--- config.mk ---
export PLATFORM = sky130hd
export DESIGN_NAME = svwr_supervisor
export DESIGN_NICKNAME = d
export VERILOG_FILES = /design/src/hw/svwr_pkg.sv /design/src/hw/svwr_cond_if.sv /design/src/hw/svwr_sync.sv /design/src/hw/svwr_supervisor.sv
export SDC_FILE = /design/constraint.sdc
export NUM_CORES = 1
export LEC_CHECK = 0
export BUFFER_PORTS_ARGS = -buffer_cell sky130_fd_sc_hd__clkbuf_2
export CELL_PAD_IN_SITES_DETAIL_PLACEMENT = 1
export CELL_PAD_IN_SITES_GLOBAL_PLACEMENT = 1
export CORE_AREA = 2 2 107 109
export DETAILED_ROUTE_END_ITERATION = 6
export DIE_AREA = 0 0 109 111
export PLACE_DENSITY_LB_ADDON = 0.1
export SETUP_SLACK_MARGIN = 0.1
export SKIP_CTS_REPAIR_TIMING = 1
export SLEW_MARGIN = 10
export SYNTH_ARGS = -nofsm -noshare
export SYNTH_HDL_FRONTEND = slang
export SYNTH_HIERARCHICAL = 1
export SYNTH_SLANG_ARGS = --single-unit
--- constraint.sdc ---
create_clock -name pclk -period 3.5 [get_ports pclk]
set_clock_uncertainty 0.15 [all_clocks]
set_input_delay 0.525 -clock pclk [delete_from_list [all_inputs] [get_ports pclk]]
set_output_delay 0.525 -clock pclk [all_outputs]
set_load 0.005 [all_outputs]
--- src/hw/svwr_pkg.sv ---
package svwr_pkg;

    // ---------------------------------------------------------------
    // Clock and time base.
    // ---------------------------------------------------------------
    localparam int CLK_PERIOD_NS = 10;
    // Internal tick period in ns: one slow watchdog period spans 1024 ticks.
    localparam int TICK_NS = 1562500;
    localparam int TICK_CYC = TICK_NS / CLK_PERIOD_NS;

    // ---------------------------------------------------------------
    // Timeouts on the internal oscillator, in ms, and in ticks.
    // ---------------------------------------------------------------
    localparam int WD_FAST_MS = 100;
    localparam int WD_SLOW_MS = 1600;
    localparam int RST_MS = 200;
    localparam logic [12:0] INT_WD_FAST = 13'(WD_FAST_MS * 1000 / (TICK_NS / 1000));
    localparam logic [12:0] INT_WD_SLOW = 13'(WD_SLOW_MS * 1000 / (TICK_NS / 1000));
    localparam logic [12:0] INT_RST = 13'(RST_MS * 1000 / (TICK_NS / 1000));

    // ---------------------------------------------------------------
    // Timeouts on the external source, in source clocks.
    // ---------------------------------------------------------------
    localparam logic [12:0] EXT_WD_NORM = 13'h0400;
    localparam logic [12:0] EXT_WD_FIRST = 13'h1000;
    localparam logic [12:0] EXT_RST = 13'h0800;

    // ---------------------------------------------------------------
    // Chip-select hold after reset assertion.
    // ---------------------------------------------------------------
    localparam int CS_HOLD_NS = 16000;
    localparam logic [10:0] CS_HOLD_CYC = 11'(CS_HOLD_NS / CLK_PERIOD_NS);

    // ---------------------------------------------------------------
    // Register map.
    // ---------------------------------------------------------------
    localparam logic [7:0] CTRL_OFS = 8'h00;
    localparam logic [7:0] STATUS_OFS = 8'h04;
    localparam logic [7:0] EVENTS_OFS = 8'h08;
    localparam int CTRL_WD_EN_BIT = 0;
    localparam logic CTRL_WD_EN_RST = 1'b1;
    localparam logic [7:0] EVENTS_RST = 8'h00;
    // Synchroniser reset levels, from bit 7 down: select idle, pin low, internal source,
    // activity low, activity mid, aux below, backup not below, supply below.
    localparam logic [7:0] SYNC_RST = 8'hAD;

    typedef enum logic [2:0] {
        ST_SUPPLY_LOW = 3'b001,
        ST_RESET_HOLD = 3'b010,
        ST_RUN = 3'b100
    } svwr_state_type;

    typedef enum logic [2:0] {
        CS_PASS = 3'b001,
        CS_HOLD = 3'b010,
        CS_BLOCK = 3'b100
    } svwr_cs_type;

    typedef enum logic [1:0] {
        SEL_CTRL = 2'd0,
        SEL_STATUS = 2'd1,
        SEL_EVENTS = 2'd2,
        SEL_NONE = 2'd3
    } svwr_sel_type;

endpackage

--- src/hw/svwr_cond_if.sv ---
`timescale 1ns/10ps
interface svwr_cond_if;
    logic supply_below;
    logic backup_below;
    logic aux_below;
    logic act_mid;
    logic act_level;
    logic src_sel;
    logic src_pin;
    logic sel_in_n;
    modport src (
        output supply_below, backup_below, aux_below, act_mid, act_level,
        output src_sel, src_pin, sel_in_n
    );
    modport dst (
        input supply_below, backup_below, aux_below, act_mid, act_level,
        input src_sel, src_pin, sel_in_n
    );
endinterface

--- src/hw/svwr_sync.sv ---
`timescale 1ns/10ps
module svwr_sync
    import svwr_pkg::*;
(
    input wire logic pclk,
    input wire logic presetn,
    input wire logic [7:0] raw,
    svwr_cond_if.src c
);
    logic [7:0] meta_ff;
    logic [7:0] sync_ff;
    logic [7:0] nxt_meta;
    logic [7:0] nxt_sync;

    // ---------------------------------------------------------------
    // Two-stage synchronisers, one per pin.
    // ---------------------------------------------------------------
    genvar i;
    generate
        for (i = 0; i < 8; i++) begin : g_sync
            always_comb begin
                nxt_meta[i] = raw[i];
                nxt_sync[i] = meta_ff[i];
            end
        end
    endgenerate

    always_ff @(posedge pclk or negedge presetn) begin
        if (!presetn) begin
            // Safe levels, so no output claims a good supply before the pins arrive.
            meta_ff <= SYNC_RST;
            sync_ff <= SYNC_RST;
        end else begin
            meta_ff <= nxt_meta;
            sync_ff <= nxt_sync;
        end
    end

    // Order matches the raw bus in the top module.
    assign c.supply_below = sync_ff[0];
    assign c.backup_below = sync_ff[1];
    assign c.aux_below = sync_ff[2];
    assign c.act_mid = sync_ff[3];
    assign c.act_level = sync_ff[4];
    assign c.src_sel = sync_ff[5];
    assign c.src_pin = sync_ff[6];
    assign c.sel_in_n = sync_ff[7];
endmodule

--- src/hw/svwr_supervisor.sv ---
`timescale 1ns/10ps
// What this block does
// - Timeouts come from fixed counts of ticks.
// - Mid-level activity input disables the watchdog.
// - supply_low_n follows supply threshold without delay.
// - Select high: internal oscillator, pin picks speed.
// - Select low: timing pin clocks all timeouts.
// - aux_fail_n low while auxiliary input is high.
// - Auxiliary comparison affects nothing else.
// - Stalled activity: flag low, reset pulse.
// - Flag stays low until next activity transition.
// - Mid-level activity input holds flag high.
// - Select held low at most 16 us.
// - Reset during low supply plus timeout after.
// - Open-drain high reset inverts low reset.
// - backup_active shows backup supply in use.
// - Backup mode does not itself drive reset.
// - Each activity transition restarts the watchdog.
// - Both high: 1.6 s watchdog, 200 ms reset.
// - Pin low: 100 ms normal, 1.6 s first.
// - Low supply disables watchdog, flag high.
module svwr_supervisor
    import svwr_pkg::*;
#(
    parameter int TICK_CYCLES = TICK_CYC
) (
    input wire logic pclk,
    input wire logic presetn,
    input wire logic psel,
    input wire logic penable,
    input wire logic pwrite,
    input wire logic [7:0] paddr,
    input wire logic [31:0] pwdata,
    output logic [31:0] prdata,
    output logic pready,
    output logic pslverr,
    input wire logic supply_below_thr,
    input wire logic supply_below_backup,
    input wire logic aux_monitor_input,
    input wire logic activity_mid,
    input wire logic activity_input,
    input wire logic timing_source_select,
    input wire logic timing_source_pin,
    input wire logic select_in_n,
    output logic reset_n,
    output logic reset_hi_o,
    output logic reset_hi_oe,
    output logic supply_low_n,
    output logic aux_fail_n,
    output logic backup_active,
    output logic timeout_flag_n,
    output logic select_out_n
);

    // ---------------------------------------------------------------
    // Helpers.
    // ---------------------------------------------------------------
    function automatic svwr_sel_type reg_sel(input logic [7:0] a);
        case (a)
            CTRL_OFS: reg_sel = SEL_CTRL;
            STATUS_OFS: reg_sel = SEL_STATUS;
            EVENTS_OFS: reg_sel = SEL_EVENTS;
            default: reg_sel = SEL_NONE;
        endcase
    endfunction

    // The capacitor source behaves like an external clock; only the rate differs.
    function automatic logic [12:0] wd_limit(input logic ext, input logic pin,
                                             input logic first);
        if (ext) begin
            wd_limit = first ? EXT_WD_FIRST : EXT_WD_NORM;
        end else if (!pin) begin
            wd_limit = first ? INT_WD_SLOW : INT_WD_FAST;
        end else begin
            wd_limit = INT_WD_SLOW;
        end
    endfunction

    // ---------------------------------------------------------------
    // Synchronised conditions.
    // ---------------------------------------------------------------
    svwr_cond_if c ();

    svwr_sync u_sync (
        .pclk(pclk),
        .presetn(presetn),
        .raw({select_in_n, timing_source_pin, timing_source_select, activity_input,
              activity_mid, aux_monitor_input, supply_below_backup, supply_below_thr}),
        .c(c)
    );

    // ---------------------------------------------------------------
    // State.
    // ---------------------------------------------------------------
    svwr_state_type state_ff, nxt_state;
    svwr_cs_type cs_ff, nxt_cs;
    logic [17:0] presc_ff, nxt_presc;
    logic [12:0] rst_cnt_ff, nxt_rst_cnt;
    logic [12:0] wd_cnt_ff, nxt_wd_cnt;
    logic [10:0] cs_cnt_ff, nxt_cs_cnt;
    logic pin_prev_ff, nxt_pin_prev;
    logic act_prev_ff, nxt_act_prev;
    logic first_ff, nxt_first;
    logic flag_ff, nxt_flag;
    logic reset_n_ff, nxt_reset_n;
    logic supply_low_n_ff, nxt_supply_low_n;
    logic aux_fail_n_ff, nxt_aux_fail_n;
    logic backup_ff, nxt_backup;
    logic sel_out_n_ff, nxt_sel_out_n;
    logic wd_en_ff, nxt_wd_en;
    logic [7:0] evt_ff, nxt_evt;
    logic [31:0] prdata_ff, nxt_prdata;
    logic ext_mode, tick, act_edge, wd_on, timeout;
    logic [12:0] rst_limit;

    // ---------------------------------------------------------------
    // Timebase and watchdog.
    // ---------------------------------------------------------------
    always_comb begin
        ext_mode = !c.src_sel;
        // One tick serves both counters, so their ratio never drifts.
        tick = ext_mode ? (c.src_pin && !pin_prev_ff)
                        : (presc_ff == 18'(TICK_CYCLES - 1));
        nxt_presc = (ext_mode || tick) ? 18'h0_0000 : presc_ff + 18'h0_0001;
        nxt_pin_prev = c.src_pin;
        rst_limit = ext_mode ? EXT_RST : INT_RST;
        act_edge = (c.act_level != act_prev_ff) && !c.act_mid;
        nxt_act_prev = c.act_level;
        wd_on = (state_ff == ST_RUN) && !c.act_mid && !c.supply_below && wd_en_ff;
        timeout = wd_on && tick && !act_edge &&
                  (wd_cnt_ff == wd_limit(ext_mode, c.src_pin, first_ff) - 13'h0001);
        nxt_wd_cnt = wd_cnt_ff;
        nxt_first = first_ff;
        if (!wd_on || act_edge || timeout) begin
            nxt_wd_cnt = 13'h0000;
        end else if (tick) begin
            nxt_wd_cnt = wd_cnt_ff + 13'h0001;
        end
        if (state_ff != ST_RUN) begin
            nxt_first = 1'b1;
        end else if (act_edge) begin
            nxt_first = 1'b0;
        end
        nxt_flag = flag_ff;
        if (c.supply_below || c.act_mid) begin
            nxt_flag = 1'b1;
        end else if (act_edge) begin
            nxt_flag = 1'b1;
        end else if (timeout) begin
            nxt_flag = 1'b0;
        end
        nxt_evt = timeout ? evt_ff + 8'h01 : evt_ff;
    end

    // ---------------------------------------------------------------
    // Reset sequencing.
    // ---------------------------------------------------------------
    always_comb begin
        nxt_state = state_ff;
        nxt_rst_cnt = rst_cnt_ff;
        case (state_ff)
            ST_SUPPLY_LOW: begin
                nxt_rst_cnt = 13'h0000;
                if (!c.supply_below) begin
                    nxt_state = ST_RESET_HOLD;
                end
            end
            ST_RESET_HOLD: begin
                if (tick) begin
                    nxt_rst_cnt = rst_cnt_ff + 13'h0001;
                    if (rst_cnt_ff == rst_limit - 13'h0001) begin
                        nxt_state = ST_RUN;
                    end
                end
            end
            ST_RUN: begin
                nxt_rst_cnt = 13'h0000;
                if (timeout) begin
                    nxt_state = ST_RESET_HOLD;
                end
            end
            default: begin
                nxt_state = ST_SUPPLY_LOW;
            end
        endcase
        // Backup is not looked at here; a low supply alone holds reset.
        if (c.supply_below) begin
            nxt_state = ST_SUPPLY_LOW;
        end
        nxt_reset_n = (nxt_state == ST_RUN);
        nxt_supply_low_n = !c.supply_below;
        nxt_aux_fail_n = !c.aux_below;
        nxt_backup = c.supply_below && c.backup_below;
    end

    // ---------------------------------------------------------------
    // Chip-select gating.
    // ---------------------------------------------------------------
    always_comb begin
        nxt_cs = cs_ff;
        nxt_cs_cnt = 11'h000;
        case (cs_ff)
            CS_PASS: begin
                if (!reset_n_ff || c.supply_below) begin
                    nxt_cs = c.sel_in_n ? CS_BLOCK : CS_HOLD;
                end
            end
            CS_HOLD: begin
                nxt_cs_cnt = cs_cnt_ff + 11'h001;
                if (c.sel_in_n || cs_cnt_ff == CS_HOLD_CYC - 11'h001) begin
                    nxt_cs = CS_BLOCK;
                end
            end
            CS_BLOCK: begin
                if (reset_n_ff && !c.supply_below) begin
                    nxt_cs = CS_PASS;
                end
            end
            default: begin
                nxt_cs = CS_BLOCK;
            end
        endcase
        case (nxt_cs)
            CS_PASS: nxt_sel_out_n = c.sel_in_n;
            CS_HOLD: nxt_sel_out_n = 1'b0;
            default: nxt_sel_out_n = 1'b1;
        endcase
    end

    // ---------------------------------------------------------------
    // APB slave, zero wait states.
    // ---------------------------------------------------------------
    always_comb begin
        nxt_wd_en = wd_en_ff;
        nxt_prdata = prdata_ff;
        if (psel && penable && pwrite && reg_sel(paddr) == SEL_CTRL) begin
            nxt_wd_en = pwdata[CTRL_WD_EN_BIT];
        end
        if (psel && !penable) begin
            case (reg_sel(paddr))
                SEL_CTRL: nxt_prdata = {31'h0000_0000, wd_en_ff};
                SEL_STATUS: nxt_prdata = {24'h00_0000, first_ff, ext_mode, c.act_mid,
                                          aux_fail_n_ff, backup_ff, supply_low_n_ff,
                                          flag_ff, reset_n_ff};
                SEL_EVENTS: nxt_prdata = {24'h00_0000, evt_ff};
                default: nxt_prdata = 32'h0000_0000;
            endcase
        end
    end

    assign pready = 1'b1;
    assign pslverr = psel && penable && (reg_sel(paddr) == SEL_NONE ||
                     (pwrite && reg_sel(paddr) != SEL_CTRL));

    always_ff @(posedge pclk or negedge presetn) begin
        if (!presetn) begin
            state_ff <= ST_SUPPLY_LOW;
            cs_ff <= CS_BLOCK;
            presc_ff <= 18'h0_0000;
            rst_cnt_ff <= 13'h0000;
            wd_cnt_ff <= 13'h0000;
            cs_cnt_ff <= 11'h000;
            pin_prev_ff <= 1'b0;
            act_prev_ff <= 1'b0;
            first_ff <= 1'b1;
            flag_ff <= 1'b1;
            reset_n_ff <= 1'b0;
            supply_low_n_ff <= 1'b0;
            aux_fail_n_ff <= 1'b0;
            backup_ff <= 1'b0;
            sel_out_n_ff <= 1'b1;
            wd_en_ff <= CTRL_WD_EN_RST;
            evt_ff <= EVENTS_RST;
            prdata_ff <= 32'h0000_0000;
        end else begin
            state_ff <= nxt_state;
            cs_ff <= nxt_cs;
            presc_ff <= nxt_presc;
            rst_cnt_ff <= nxt_rst_cnt;
            wd_cnt_ff <= nxt_wd_cnt;
            cs_cnt_ff <= nxt_cs_cnt;
            pin_prev_ff <= nxt_pin_prev;
            act_prev_ff <= nxt_act_prev;
            first_ff <= nxt_first;
            flag_ff <= nxt_flag;
            reset_n_ff <= nxt_reset_n;
            supply_low_n_ff <= nxt_supply_low_n;
            aux_fail_n_ff <= nxt_aux_fail_n;
            backup_ff <= nxt_backup;
            sel_out_n_ff <= nxt_sel_out_n;
            wd_en_ff <= nxt_wd_en;
            evt_ff <= nxt_evt;
            prdata_ff <= nxt_prdata;
        end
    end

    assign prdata = prdata_ff;
    assign reset_n = reset_n_ff;
    assign reset_hi_o = 1'b0;
    assign reset_hi_oe = reset_n_ff;
    assign supply_low_n = supply_low_n_ff;
    assign aux_fail_n = aux_fail_n_ff;
    assign backup_active = backup_ff;
    assign timeout_flag_n = flag_ff;
    assign select_out_n = sel_out_n_ff;
endmodule

==> key figures <==
Global routing
  • Initial antenna violation count: 0
  • Largest net degree at the start of global routing: 51
  • Vias in the first global route: 3697
  • First-pass GRT wire length: 17500 um
  • Total Routing Usage GR: 18.4%
  • Total gr overflow: 0

Synth
  • Synth top area share: 44.0%
  • EDFF count, synth: 0
  • Sequential fraction of the synthesis area: 52.5%
  • Simple-gate share of the synthesized area: 21.1%
  • Area contributors post-synth: dfrtp_1, dfstp_2, xnor2_1
  • Largest family of logic cells by synthesized area: simple AND/OR/NAND/NOR gates
  • Leading area contributor after synthesis: dfrtp_1
  • Ys flop type: dfrtp_1
  • Number of synthesized register bits: 103
  • Count leader, synth: dfrtp_1
  • Synth Instances: 490
  • Post-synthesis compound-gate area fraction: 8.27%
  • Adder-cell share of the synthesized area: 1.72%
  • Post-synthesis cell area: 4950 um^2
  • Post-synthesis cell type count: 56
  • YS warnings: 6
  • Synth Area in XOR/XNOR: 9.73%
  • Commonest cells in the synthesized netlist: dfrtp_1, nor2_1, nand2_1
  • Synth Area per Inst: 10.1 um^2
  • Post-synthesis mux area share: 0.859%
  • Post-synth ARST share: 100%

Worst setup path
  • CP required: 3.62 ns
  • Critical path launch point: u_sync/sync_ff[5]
  • Critical Path AT: 2.89 ns
  • CP Launch Type: flop
  • Maximum fanout along the worst path: 11
  • Crit Path Class: reg2reg
  • CP max stage delay: 0.64 ns
  • CP Cell Sequence: nor3b_1 -> mux2i_1 -> or4_4 -> or3_1 -> nor3_2 -> xor2_1
  • CP bufs+invs: 0
  • CP max-delay cell: dfstp_2
  • CP top delay family: simple AND/OR/NAND/NOR gates
  • RR Startpoint: u_sync/sync_ff[5]
  • Worst Setup End Kind: flop

Worst hold path
  • Worst Hold Class: in2async

Flow run
  • Max-cap viol count: 0

Cells and area
  • Core Util, Final: 49.4%
  • Layout cells sized above 1: 15.3%
  • Nets: 584
  • Synthesis-to-layout area growth: 10.6%
  • Antenna cells: 0

Routing
  • 1st-iter DRT viols: 72
  • Antenna viol nets, final: 0
  • Overall via count from detail_route: 3543
  • DR pass1 iterations: 4
  • DRT Wirelength: 10200 um
  • Wire per inst: 15.2 um
  • # DRC: 0
  • Vias per Instance: 5.27

Floorplan
  • Starting Density: 44.7%
  • Chip height: 111 um
  • Boundary Pins: 95
  • Die width: 109 um
  • Area of the die: 12100 um^2
  • Area of the core: 11100 um^2
  • FP Rows: 39

Clocking
  • Root Driver: clkbuf_16
  • Clock tree buffer depth: 2
  • Clk slew on worst S/H paths: 0.07 ns
  • Clock insertion delay at the later pin of the skew report: 0.35 ns
  • H-tree levels: 3
  • CTS Sinks: 103
  • CTS tree: built
  • CTS Buf Count: 9

Placed design
  • DPL Wire Length: 7200 um
  • Placer congestion estimate: 0.793
  • Count of input and output buffers: 37

Power
  • Seq pwr share: 50.8%
  • Share of total power in the clock network: 40.6%
  • Power Dens Cells: 454 nW/um^2
  • Leak Pwr: 0.00238 uW
  • Comb power frac: 8.6%
  • VDD IR max: 337 uV
  • Switch Pwr: 603 uW
  • Sw frac: 24.3%
  • Power Internal: 1880 uW

STA
  • Setup violations, final: 0
  • Final-report hold violation count: 0
  • Final period util: 79.3%
  • Fin Setup TNS: 0 ns
  • Max Transition Viols Final: 0
  • Slew headroom: 50.6%
  • F_max: 360 MHz
  • Slew @ Worst Pin: 0.739 ns
  • RSZ-0062 raised after global routing: no
  • Crit path time final: 2.78 ns

Run status
  • Status: completed
-- path summary, 6_finish.rpt --
path | slack [ns] | to | cells past startpoint
worst max-delay path | 0.72 | evt_ff[5] | 6
worst min-delay path | 0.03 | prdata[3] | 1
worst max register to register | 0.72 | evt_ff[5] | 6
worst min register to register | 0.20 | u_sync/sync_ff[4] | 0
max in group asynchronous | 2.34 | u_sync/sync_ff[3] | 2
min in group pclk | 0.10 | u_sync/meta_ff[7] | 1
-- final cells by class --
cell class | count | area [um^2]
Clock buffer | 11 | 253
Sequential cell | 103 | 2600
Timing Repair Buffer | 42 | 225
Multi-Input combinational cell | 365 | 2160
Tap cell | 143 | 179
Inverter | 4 | 15.0
Clock inverter | 4 | 45.0
Fill cell | 1239 | 5600
-- layout by cell type, fill, tap and decap left out, types with 2 or more instances in the layout --
master	count
a21boi_0	4
xor2_1	18
nor2_1	76
dfrtp_1	87
nor3_1	9
nand4_1	11
nand2b_1	6
a211oi_1	4
ha_1	6
and4_1	6
dfstp_2	16
o21ai_0	5
a22oi_1	7
buf_4	6
xnor2_1	37
o31ai_1	8
nor3b_1	4
nand2_1	39
and3_1	8
and2_1	3
nand3_1	28
nor3_2	2
clkinv_2	3
clkbuf_2	36
nor4b_1	2
conb_1	26
mux2i_1	2
a21oi_1	21
and4b_1	2
nor4_1	3
nor2b_1	5
inv_1	4
mux2_2	2
clkbuf_16	9
clkbuf_8	2
-- cells by family after synthesis --
logic type,Yosys count
AO/OA/AOI/OAI,62
multiplexers,4
flip-flops,103
adder cells (fa/ha/maj),7
XOR/XNOR,55
other,2
buffers and inverters,46
AND/OR/NAND/NOR,211
-- flip-flops by register name, indices dropped and copies added (netlist names), 3 cells and up --
signal and cells:
u_sync/meta_ff 8, cs_cnt_ff 11, state_ff 3, cs_ff 3, evt_ff 8, wd_cnt_ff 13, presc_ff 18, prdata 8
u_sync/sync_ff 8, rst_cnt_ff 13
-- power groups by stage --
stage | Sequential [uW] | Combinational [uW] | Clock (uW)
4_1_cts | 1260 | 219 | 1050
3_5_place_dp | 1280 | 217 | 0
3_3_place_gp | 1280 | 209 | 0
2_1_floorplan | 1260 | 167 | 0
5_1_grt | 1270 | 244 | 1090
6_report | 1260 | 213 | 1010
-- metrics by stage --
step                area, um^2  hold slack [ns]  power (uW)  instances  setup WS [ns]
floorplan                 5040           0.0794        1430        514           1.11
global placement          5180            0.186        1490        657          0.786
detailed placement        5180            0.187        1500        657          0.730
CTS                       5470           0.0603        2530        672          0.717
global route              5470           0.0795        2600        672          0.614
finish                    5470           0.0348        2490        672          0.725
-- metal layers --
layer / vias to the layer above / track usage, % / share of wire, %
met2: 46 / 30.7 / 49
met4: 0 / 5.64 / 1.5
li1: 1703 / - / -
met5: - / 0 / 0
met1: 1785 / 23.4 / 46
met3: 9 / 4.29 / 3.2
No activity file was read; power rests on OpenSTA's default activity.
